## src/design/micint_defines.svh

```systemverilog
// Constants of the interrupt controller.
// Operation
// - Seven request sources: two external lines, three timers, comparator, ADC.
// - Each source has its own enable bit.
// - Flags are set by hardware only; software clears them by writing zeros.
// - Edge-sensitive sources set on rising, falling or both edges per edge select.
// - Global enable gates all lines; enable and disable instructions set and clear it.
// - Flags still set while their enable bit is zero.
// - Stack lives in data memory at the stack pointer; saved counter is 16 bits.
// - Taking an interrupt saves the program counter at the stack pointer.
// - Then stack pointer plus two, global enable cleared, fetch from vector.
// - Return restores counter, stack pointer minus two, global enable set, resume.
// - The flag register is readable to identify the source.
// - Push and pop save and restore accumulator and status to stack memory.
// - Each external line picks one of two pins by a one-time option.
`ifndef MICINT_DEFINES_SVH
`define MICINT_DEFINES_SVH
`define MICINT_NSRC      7
`define MICINT_VECTOR    16'h0010
`define MICINT_SP_STEP   8'h02
`define MICINT_ADDR_FLAG 12'h000
`define MICINT_ADDR_EN   12'h004
`define MICINT_ADDR_EDGE 12'h008
`define MICINT_ADDR_SP   12'h00C
`define MICINT_ADDR_CTRL 12'h010
`define MICINT_ADDR_IST  12'h014
`define MICINT_ADDR_IMSK 12'h018
`define MICINT_EDGE_RISE 2'h0
`define MICINT_EDGE_FALL 2'h1
`define MICINT_EDGE_BOTH 2'h2
`endif

```

## src/design/micint_pkg.sv

```systemverilog
// Types of the interrupt controller.
package micint_pkg;
  typedef struct packed {
    logic        wr;
    logic [7:0]  addr;
    logic [7:0]  wdata;
  } micint_mem_req_t;
  typedef enum logic [6:0] {
    MI_IDLE  = 7'h01,
    MI_PUSHL = 7'h02,
    MI_PUSHH = 7'h04,
    MI_POPH  = 7'h08,
    MI_POPL  = 7'h10,
    MI_PUSHA = 7'h20,
    MI_POPA  = 7'h40
  } micint_state_t;
endpackage

```

## src/design/micint_edge_det.sv

```systemverilog
// Edge detector with selectable edge for one request line.
`timescale 1ns/1ps
`include "micint_defines.svh"
module micint_edge_det (
  // Clock and reset
  input  wire logic       i_core_clk,
  input  wire logic       i_rst,
  // Line and selection
  input  wire logic       i_line,
  input  wire logic [1:0] i_sel,
  // Event
  output logic            o_event
);
  logic prev_r;
  logic prev_nxt;
  always_comb begin
    prev_nxt = i_line;
  end
  always_ff @(posedge i_core_clk or posedge i_rst) begin
    if (i_rst) begin
      prev_r <= 1'b0;
    end else begin
      prev_r <= prev_nxt;
    end
  end
  always_comb begin
    case (i_sel)
      `MICINT_EDGE_RISE: o_event = i_line & ~prev_r;
      `MICINT_EDGE_FALL: o_event = ~i_line & prev_r;
      default:           o_event = i_line ^ prev_r;
    endcase
  end
endmodule

```

## src/design/micint_ext_sel.sv

```systemverilog
// Pin chooser for one external request line.
`timescale 1ns/1ps
module micint_ext_sel (
  // Candidate pins
  input  wire logic i_pin0,
  input  wire logic i_pin1,
  // Option
  input  wire logic i_opt,
  // Chosen line
  output logic      o_line
);
  always_comb begin
    o_line = i_opt ? i_pin1 : i_pin0;
  end
endmodule

```

## src/design/micint_top.sv

```systemverilog
// Interrupt controller with APB registers and CPU vectoring sequencer.
//
// The APB register port and the register addresses were decided locally.
`timescale 1ns/1ps
`include "micint_defines.svh"
module micint_top
  import micint_pkg::*;
#(
  parameter int NSRC = `MICINT_NSRC
) (
  // Clock and reset
  input  wire logic        i_core_clk,
  input  wire logic        i_rst,
  // APB slave
  input  wire logic        i_psel,
  input  wire logic        i_penable,
  input  wire logic        i_pwrite,
  input  wire logic [11:0] i_paddr,
  input  wire logic [31:0] i_pwdata,
  output logic             o_pready,
  output logic             o_pslverr,
  output logic [31:0]      o_prdata,
  // Request sources
  input  wire logic [1:0]  i_ext_a_pins,
  input  wire logic [1:0]  i_ext_b_pins,
  input  wire logic        i_ext_line_a_pin_option,
  input  wire logic        i_ext_line_b_pin_option,
  input  wire logic        i_wide_timer_evt,
  input  wire logic        i_second_timer_evt,
  input  wire logic        i_third_timer_evt,
  input  wire logic        i_analog_comparator_evt,
  input  wire logic        i_adc_evt,
  // CPU side
  input  wire logic        i_instr_boundary,
  input  wire logic [15:0] i_pc,
  input  wire logic        i_engint,
  input  wire logic        i_disgint,
  input  wire logic        i_reti,
  input  wire logic        i_pushaf,
  input  wire logic        i_popaf,
  input  wire logic [7:0]  i_accumulator,
  input  wire logic [7:0]  i_status,
  output logic             o_busy,
  output logic             o_pc_load,
  output logic [15:0]      o_pc_value,
  output logic             o_af_load,
  output logic [7:0]       o_accumulator,
  output logic [7:0]       o_status,
  output logic             o_global_en,
  // Data memory port
  output micint_mem_req_t  o_mem,
  output logic             o_mem_valid,
  input  wire logic [7:0]  i_mem_rdata,
  // Interrupt
  output logic             o_irq
);
  ////////////////////////////////////////////////////////////////////////////////
  logic [NSRC-1:0]   raw;
  logic [NSRC-1:0]   evt;
  logic              ext_a;
  logic              ext_b;
  logic [NSRC-1:0]   flag_r, flag_nxt;
  logic [NSRC-1:0]   en_r, en_nxt;
  logic [2*NSRC-1:0] edge_r, edge_nxt;
  logic [7:0]        sp_r, sp_nxt;
  logic              gie_r, gie_nxt;
  logic [1:0]        ist_r, ist_nxt;
  logic [1:0]        imsk_r, imsk_nxt;
  logic [31:0]       rdata_r, rdata_nxt;
  micint_state_t     st_r, st_nxt;
  logic [7:0]        hold_r, hold_nxt;
  logic              pop_ph_r, pop_ph_nxt;
  logic              wr_acc, rd_acc, hit;
  logic              take;
  micint_ext_sel u_sel_a (
    .i_pin0 (i_ext_a_pins[0]),
    .i_pin1 (i_ext_a_pins[1]),
    .i_opt  (i_ext_line_a_pin_option),
    .o_line (ext_a)
  );
  micint_ext_sel u_sel_b (
    .i_pin0 (i_ext_b_pins[0]),
    .i_pin1 (i_ext_b_pins[1]),
    .i_opt  (i_ext_line_b_pin_option),
    .o_line (ext_b)
  );
  always_comb begin
    raw = {i_adc_evt, i_analog_comparator_evt, i_third_timer_evt, i_second_timer_evt,
           i_wide_timer_evt, ext_b, ext_a};
  end
  for (genvar g = 0; g < NSRC; g++) begin : g_edge
    micint_edge_det u_edge (
      .i_core_clk (i_core_clk),
      .i_rst      (i_rst),
      .i_line     (raw[g]),
      .i_sel      (edge_r[2*g +: 2]),
      .o_event    (evt[g])
    );
  end
  ////////////////////////////////////////////////////////////////////////////////
  always_comb begin
    wr_acc    = i_psel & i_penable & i_pwrite;
    rd_acc    = i_psel & i_penable & ~i_pwrite;
    o_pready  = 1'b1;
    hit       = (i_paddr == `MICINT_ADDR_FLAG) | (i_paddr == `MICINT_ADDR_EN) |
                (i_paddr == `MICINT_ADDR_EDGE) | (i_paddr == `MICINT_ADDR_SP) |
                (i_paddr == `MICINT_ADDR_CTRL) | (i_paddr == `MICINT_ADDR_IST) |
                (i_paddr == `MICINT_ADDR_IMSK);
    o_pslverr = i_psel & i_penable & ~hit;
    o_prdata  = rdata_r;
  end
  always_comb begin
    take = i_instr_boundary & gie_r & |(flag_r & en_r) & (st_r == MI_IDLE);
    flag_nxt = flag_r;
    if (wr_acc && i_paddr == `MICINT_ADDR_FLAG) begin
      flag_nxt = flag_r & i_pwdata[NSRC-1:0];
    end
    flag_nxt = flag_nxt | evt;
    en_nxt   = (wr_acc && i_paddr == `MICINT_ADDR_EN) ? i_pwdata[NSRC-1:0] : en_r;
    edge_nxt = (wr_acc && i_paddr == `MICINT_ADDR_EDGE) ? i_pwdata[2*NSRC-1:0] : edge_r;
    imsk_nxt = (wr_acc && i_paddr == `MICINT_ADDR_IMSK) ? i_pwdata[1:0] : imsk_r;
    ist_nxt  = ist_r;
    if (rd_acc && i_paddr == `MICINT_ADDR_IST) begin
      ist_nxt = 2'h0;
    end
    ist_nxt = ist_nxt | {i_reti & ~take & (st_r == MI_IDLE), take};
    rdata_nxt = 32'h0;
    case (i_paddr)
      `MICINT_ADDR_FLAG: rdata_nxt[NSRC-1:0]   = flag_nxt;
      `MICINT_ADDR_EN:   rdata_nxt[NSRC-1:0]   = en_r;
      `MICINT_ADDR_EDGE: rdata_nxt[2*NSRC-1:0] = edge_r;
      `MICINT_ADDR_SP:   rdata_nxt[7:0]        = sp_r;
      `MICINT_ADDR_CTRL: rdata_nxt[0]          = gie_r;
      `MICINT_ADDR_IST:  rdata_nxt[1:0]        = ist_nxt;
      `MICINT_ADDR_IMSK: rdata_nxt[1:0]        = imsk_r;
      default:           rdata_nxt             = 32'h0;
    endcase
    o_irq = |(ist_r & imsk_r);
  end
  ////////////////////////////////////////////////////////////////////////////////
  always_comb begin
    st_nxt        = st_r;
    sp_nxt        = sp_r;
    gie_nxt       = gie_r;
    hold_nxt      = hold_r;
    pop_ph_nxt    = pop_ph_r;
    o_mem         = '0;
    o_mem_valid   = 1'b0;
    o_pc_load     = 1'b0;
    o_pc_value    = 16'h0000;
    o_af_load     = 1'b0;
    o_accumulator = hold_r;
    o_status      = i_mem_rdata;
    if (i_engint) begin
      gie_nxt = 1'b1;
    end
    if (i_disgint) begin
      gie_nxt = 1'b0;
    end
    if (wr_acc && i_paddr == `MICINT_ADDR_SP) begin
      sp_nxt = i_pwdata[7:0];
    end
    if (wr_acc && i_paddr == `MICINT_ADDR_CTRL) begin
      gie_nxt = i_pwdata[0];
    end
    case (st_r)
      MI_IDLE: begin
        if (take) begin
          o_mem_valid = 1'b1;
          o_mem       = '{wr: 1'b1, addr: sp_r, wdata: i_pc[7:0]};
          hold_nxt    = i_pc[15:8];
          st_nxt      = MI_PUSHL;
        end else if (i_reti) begin
          o_mem_valid = 1'b1;
          o_mem       = '{wr: 1'b0, addr: sp_r - 8'h01, wdata: 8'h00};
          st_nxt      = MI_POPH;
        end else if (i_pushaf) begin
          o_mem_valid = 1'b1;
          o_mem       = '{wr: 1'b1, addr: sp_r, wdata: i_accumulator};
          hold_nxt    = i_status;
          st_nxt      = MI_PUSHA;
        end else if (i_popaf) begin
          o_mem_valid = 1'b1;
          o_mem       = '{wr: 1'b0, addr: sp_r - 8'h02, wdata: 8'h00};
          st_nxt      = MI_POPA;
        end
      end
      MI_PUSHL: begin
        o_mem_valid = 1'b1;
        o_mem       = '{wr: 1'b1, addr: sp_r + 8'h01, wdata: hold_r};
        sp_nxt      = sp_r + `MICINT_SP_STEP;
        gie_nxt     = 1'b0;
        o_pc_load   = 1'b1;
        o_pc_value  = `MICINT_VECTOR;
        st_nxt      = MI_IDLE;
      end
      MI_PUSHA: begin
        o_mem_valid = 1'b1;
        o_mem       = '{wr: 1'b1, addr: sp_r + 8'h01, wdata: hold_r};
        sp_nxt      = sp_r + `MICINT_SP_STEP;
        st_nxt      = MI_IDLE;
      end
      MI_POPH: begin
        hold_nxt    = i_mem_rdata;
        o_mem_valid = 1'b1;
        o_mem       = '{wr: 1'b0, addr: sp_r - `MICINT_SP_STEP, wdata: 8'h00};
        st_nxt      = MI_POPL;
      end
      MI_POPL: begin
        o_pc_load  = 1'b1;
        o_pc_value = {hold_r, i_mem_rdata};
        sp_nxt     = sp_r - `MICINT_SP_STEP;
        gie_nxt    = 1'b1;
        st_nxt     = MI_IDLE;
      end
      MI_POPA: begin
        if (!pop_ph_r) begin
          hold_nxt    = i_mem_rdata;
          o_mem_valid = 1'b1;
          o_mem       = '{wr: 1'b0, addr: sp_r - 8'h01, wdata: 8'h00};
          pop_ph_nxt  = 1'b1;
        end else begin
          o_af_load     = 1'b1;
          o_accumulator = hold_r;
          o_status      = i_mem_rdata;
          sp_nxt        = sp_r - `MICINT_SP_STEP;
          pop_ph_nxt    = 1'b0;
          st_nxt        = MI_IDLE;
        end
      end
      default: begin
        st_nxt = MI_IDLE;
      end
    endcase
    o_busy      = (st_r != MI_IDLE);
    o_global_en = gie_r;
  end
  ////////////////////////////////////////////////////////////////////////////////
  always_ff @(posedge i_core_clk or posedge i_rst) begin
    if (i_rst) begin
      flag_r  <= '0;
      en_r    <= '0;
      edge_r  <= '0;
      sp_r    <= 8'h00;
      gie_r   <= 1'b0;
      ist_r   <= 2'h0;
      imsk_r  <= 2'h0;
      rdata_r <= 32'h0;
      st_r    <= MI_IDLE;
      hold_r  <= 8'h00;
      pop_ph_r <= 1'b0;
    end else begin
      flag_r  <= flag_nxt;
      en_r    <= en_nxt;
      edge_r  <= edge_nxt;
      sp_r    <= sp_nxt;
      gie_r   <= gie_nxt;
      ist_r   <= ist_nxt;
      imsk_r  <= imsk_nxt;
      rdata_r <= rdata_nxt;
      st_r    <= st_nxt;
      hold_r  <= hold_nxt;
      pop_ph_r <= pop_ph_nxt;
    end
  end
endmodule

```

## config.mk

```make
export PLATFORM = sky130hd
export DESIGN_NAME = micint_top
export DESIGN_NICKNAME = d
export VERILOG_FILES = /design/src/design/micint_pkg.sv /design/src/design/micint_edge_det.sv /design/src/design/micint_ext_sel.sv /design/src/design/micint_top.sv
export VERILOG_INCLUDE_DIRS = /design/src /design/src/design
export SDC_FILE = /design/constraint.sdc
export NUM_CORES = 1
export LEC_CHECK = 0
export ABC_CLOCK_PERIOD_IN_PS = 3500
export BUFFER_PORTS_ARGS = -buffer_cell sky130_fd_sc_hd__buf_2
export CAP_MARGIN = 20
export CORE_AREA = 2 2 136 98
export DETAILED_ROUTE_END_ITERATION = 12
export DIE_AREA = 0 0 138 100
export PLACE_DENSITY = 0.72
export SKIP_CTS_REPAIR_TIMING = 1
export SYNTH_ARGS = -nofsm -noshare
export SYNTH_HDL_FRONTEND = slang
export SYNTH_SLANG_ARGS = --single-unit
```

## constraint.sdc

```tcl
create_clock -name i_core_clk -period 3.5 [get_ports i_core_clk]
set_clock_uncertainty 0.15 [all_clocks]
set_input_delay 0.175 -clock i_core_clk [delete_from_list [all_inputs] [get_ports i_core_clk]]
set_output_delay 0.175 -clock i_core_clk [all_outputs]
set_load 0.05 [all_outputs]
```

# Word level (Yosys, flattened, before mapping)
# Index checks and enable logic that the tools add are counted.
# totals
ff_bits,78
wordCells,179
# op_classes
n_addsub,4
n_eq_ne,25
n_mux,50
n_bitwise,58
n_reduce_logical,24
# op_table
cell,count
one-hot mux 17 bit (4 select lines),1
2-to-1 mux 17 bit,3
2-to-1 mux 8 bit,6
one-hot mux 8 bit (3 select lines),2
2-to-1 mux 7 bit,6
"equality test 12 x 5 -> 1 bit, second input constant",3
2-to-1 mux 16 bit,2
one-hot mux 16 bit (2 select lines),1
"equality test 12 x 4 -> 1 bit, second input constant",2
AND 1 bit,23
one-hot mux 7 bit (3 select lines),1
one-hot mux 5 bit (4 select lines),1
one-hot mux 1 bit (2 select lines),9
inverter 1 bit,17
AND 7 bit,2
"equality test 2 x 1 -> 1 bit, second input constant",7
logical NOT 2 bit,7
2-to-1 mux 1 bit,13
"equality test 12 x 3 -> 1 bit, second input constant",1
logical NOT 12 bit,1
"adder 8 x 1 -> 8 bit, second input constant",1
"adder 8 x 2 -> 8 bit, second input constant",1
"subtractor 8 x 1 -> 8 bit, second input constant",1
"subtractor 8 x 2 -> 8 bit, second input constant",1
28 further kinds,49

# Logic depth before layout (Yosys ltp)
# logic_depth
depth_word,9
mapped_depth,10

# Hierarchy
# A second synthesis with hierarchy kept.
# unflattened
cells_unflattened,576
hier_area_um2,5385.2
# by_module_without_submodules
mod,instances,cells_per_inst,area_per_inst_um2,seq_area_each_um2
micint_top,1,518,4785.8,1752.9
micint_edge_det,7,8,81.3,25.0
micint_ext_sel,2,1,15.0,0.0

# Worst setup path after synthesis
# No wires, ideal clock.
# synth_path
kind,register -> output
startpoint,register st_r[0]
endpoint,output port o_mem[8] (netlist name)
t_arrival_ps,2917
path_slack_ps,258
path_stages_with_launch,10
cell_sequence,dfstp_2 > nor4b_2 > and2_1 > buf_4 > inv_2 > buf_4 > buf_2 > o311ai_1 > nor2_1 > nor3_1
# synth_lines
item,line_no,text
"start, declared",micint_top.sv:70,"micint_state_t st_r, st_nxt;"
"start signal, assigned",micint_top.sv:261,st_r <= st_nxt;
"end, declared",micint_top.sv:51,"output micint_mem_req_t o_mem,"

==> flow_summary.ini <==
[yosys]
ys_warn_count = 0
avgSynthCellArea_um2 = 9.17
synth.top_cells.by_area = dfrtp_1, mux2_1, ha_1
ys_seq_elements = 77
synth_cell_type_count = 74
yosysTopAreaCell = dfrtp_1
netlist_instances = 600
ys_seq_area_frac = 0.350
synthArstFlopShare = 1.00
yosysTopAreaCellShare = 0.346
ys.flop_type = dfrtp_1
synth_edf_count = 0
netlist_area_um2 = 5500

[global_routing]
antenna_found_initial = 0
grt_usage = 0.240
grt_pass1_vias = 5124
grt_pass1_wl_mm = 26.5
grt_max_degree = 58
overflow = 0

[drt]
drc = 0
dr.pass1.iters = 5
drt_iter0_markers = 453
drtAntennaViolNets = 0
vias = 5434
wire_per_inst_um = 18.2
routed_wl_mm = 16.8
via_per_inst = 5.90

[critical_path]
r2r-end = hold_r[7]
r2r_setup_slack_ns = 0.77
start_kind = register
cp.required_ns = 3.17
cp_max_fo = 9
critPathArrivalTime_ns = 2.98
end_kind = output port
worst-setup-path-type = register to output port
r2r-start = st_r[4]
r2r_cells = 5

[cells_and_area]
area_growth_pct = 23.2
antenna_cells = 0
layout_common_cells = buf_2, dfrtp_1, nand2_1
final_common_cell = buf_2
utilization = 0.534
nFillCells = 1181
layout-drive-gt1-share = 0.295
seqCellArea_um2 = 1930
multi_input_area_um2 = 3150
final_area_um2 = 6780
nets = 875
final_cells = 921

[min_path]
hp-start = i_pwdata[1]
hold_end = edge_r[1]
hold_class = primary input to register
holdPathStages = 2

[clock_network]
clk_latency_ns = 0.35
path_clk_slew_ns = 0.06
numCtsBuffers = 9
h-tree-depth = 3
cts_tree = yes
cts-root-buf = clkbuf_16
cts_sinks = 77
ctsLongestPathBuffers = 2

[floorplan]
die-area_um2 = 13800
die_x_um = 138
num_rows = 35
core_um2 = 12700
die_y_um = 100
ios = 195
start_util = 0.433

[run_status]
outcome = finished, final reports clean

[sta]
fmax_mhz = 303
relSlewSlack = 0.482
setup_viol = 0
tns_ns = 0
finalHoldViolations = 0
slew_viol_final = 0
period_share = 0.944
rsz0062_at_grt = false
hold_slack_ns = 0.00181
period_minus_slack_ns = 3.30
worst_pin_slew_ns = 0.776

[placement]
place_area_um2 = 6270
io_buffers = 157
dp_hpwl_mm = 12.3
dp.cells = 884
place_congestion = 0.960

[pwr]
power_density_nw_per_um2 = 655
p_leak_nw = 3.34
peakVddDrop_v = 0.000402

[run]
max-cap-violations = 0
[worst max-delay path by stage]
stage,endpoint,startpoint,slack [ns],depth (start not counted)
6_report,o_mem[15],sp_r[1],0.20,8
5_1_grt,o_mem[15],sp_r[1],0.03,8
4_1_cts,o_mem[15],sp_r[1],0.16,8
3_5_place_dp,o_mem[15],sp_r[1],0.55,8
3_3_place_gp,o_mem[15],sp_r[1],0.60,8
2_1_floorplan,o_mem[8],st_r[0],0.26,9
[worst max-delay path: stages, from the launching register on]
cell and delay, ns:
dfrtp_1 0.46, inv_1 0.24, ha_2 0.33, or4b_1 0.55, or2_1 0.27, a211oi_1 0.22
a21oi_1 0.09, o211ai_1 0.18, buf_2 0.29
[Yosys cell counts, types with 13 or more instances]
library cell,count
and3_1,18
mux2_1,25
inv_1,25
nor2_1,24
and2_1,26
clkbuf_1,28
buf_4,30
a21oi_1,22
a31oi_1,13
nand2_1,42
nor3_1,14
dfrtp_1,76
a221o_1,14
o21ai_0,31
ha_1,19
nand3_1,20
[sequential cells by signal (all words and copies together) (netlist names)]
name                  cells
o_global_en               1
en_r                      7
st_r                      6
flag_r                    7
hold_r                    8
imsk_r                    2
o_prdata                 14
g_edge.u_edge.prev_r      7
edge_r                   14
sp_r                      8
ist_r                     2
pop_ph_r                  1
[report_power, final]
| group | switching (mW) | total (mW) | internal [mW] | leakage, nW |
|---|---|---|---|---|
| combinational | 1.52 | 2.26 | 0.733 | 2.24 |
| clock | 0.398 | 0.956 | 0.558 | 0.136 |
| sequential | 0.223 | 1.23 | 1.01 | 0.971 |
[cell type report]
class                   count  area share
multi-input cells         446       0.465
flip-flops and latches     77       0.284
repair buffers            189       0.161
clock buffers              10      0.0338
well taps                 166      0.0306
inverters                  27      0.0149
clock inverters             6      0.0103
[cells by family (layout without fill, tap and decap cells)]
family,after synthesis,count (layout),share of synthesized area
buf+inv,94,232,0.0887
fa+ha+maj,19,19,0.0432
flops,77,77,0.350
other cells,2,19,0.00136
xor+xnor,5,5,0.00796
simple gates,188,188,0.188
mux,54,54,0.113
compound gates,161,161,0.207
[per-stage QoR]
step	total power, mW	setup slack [ns]
finish	4.44	0.198
global route	4.66	0.0349
CTS	4.41	0.155
detailed placement	3.44	0.552
global placement	3.40	0.596
floorplan	2.96	0.258
[per-layer routing]
layer,routed length [µm],up-vias,track usage
met5,0,-,0
met4,288,0,0.0832
met3,1330,30,0.0515
met2,7390,276,0.361
met1,7780,2646,0.344
li1,-,2482,-
(Power assumes the default switching activity.)
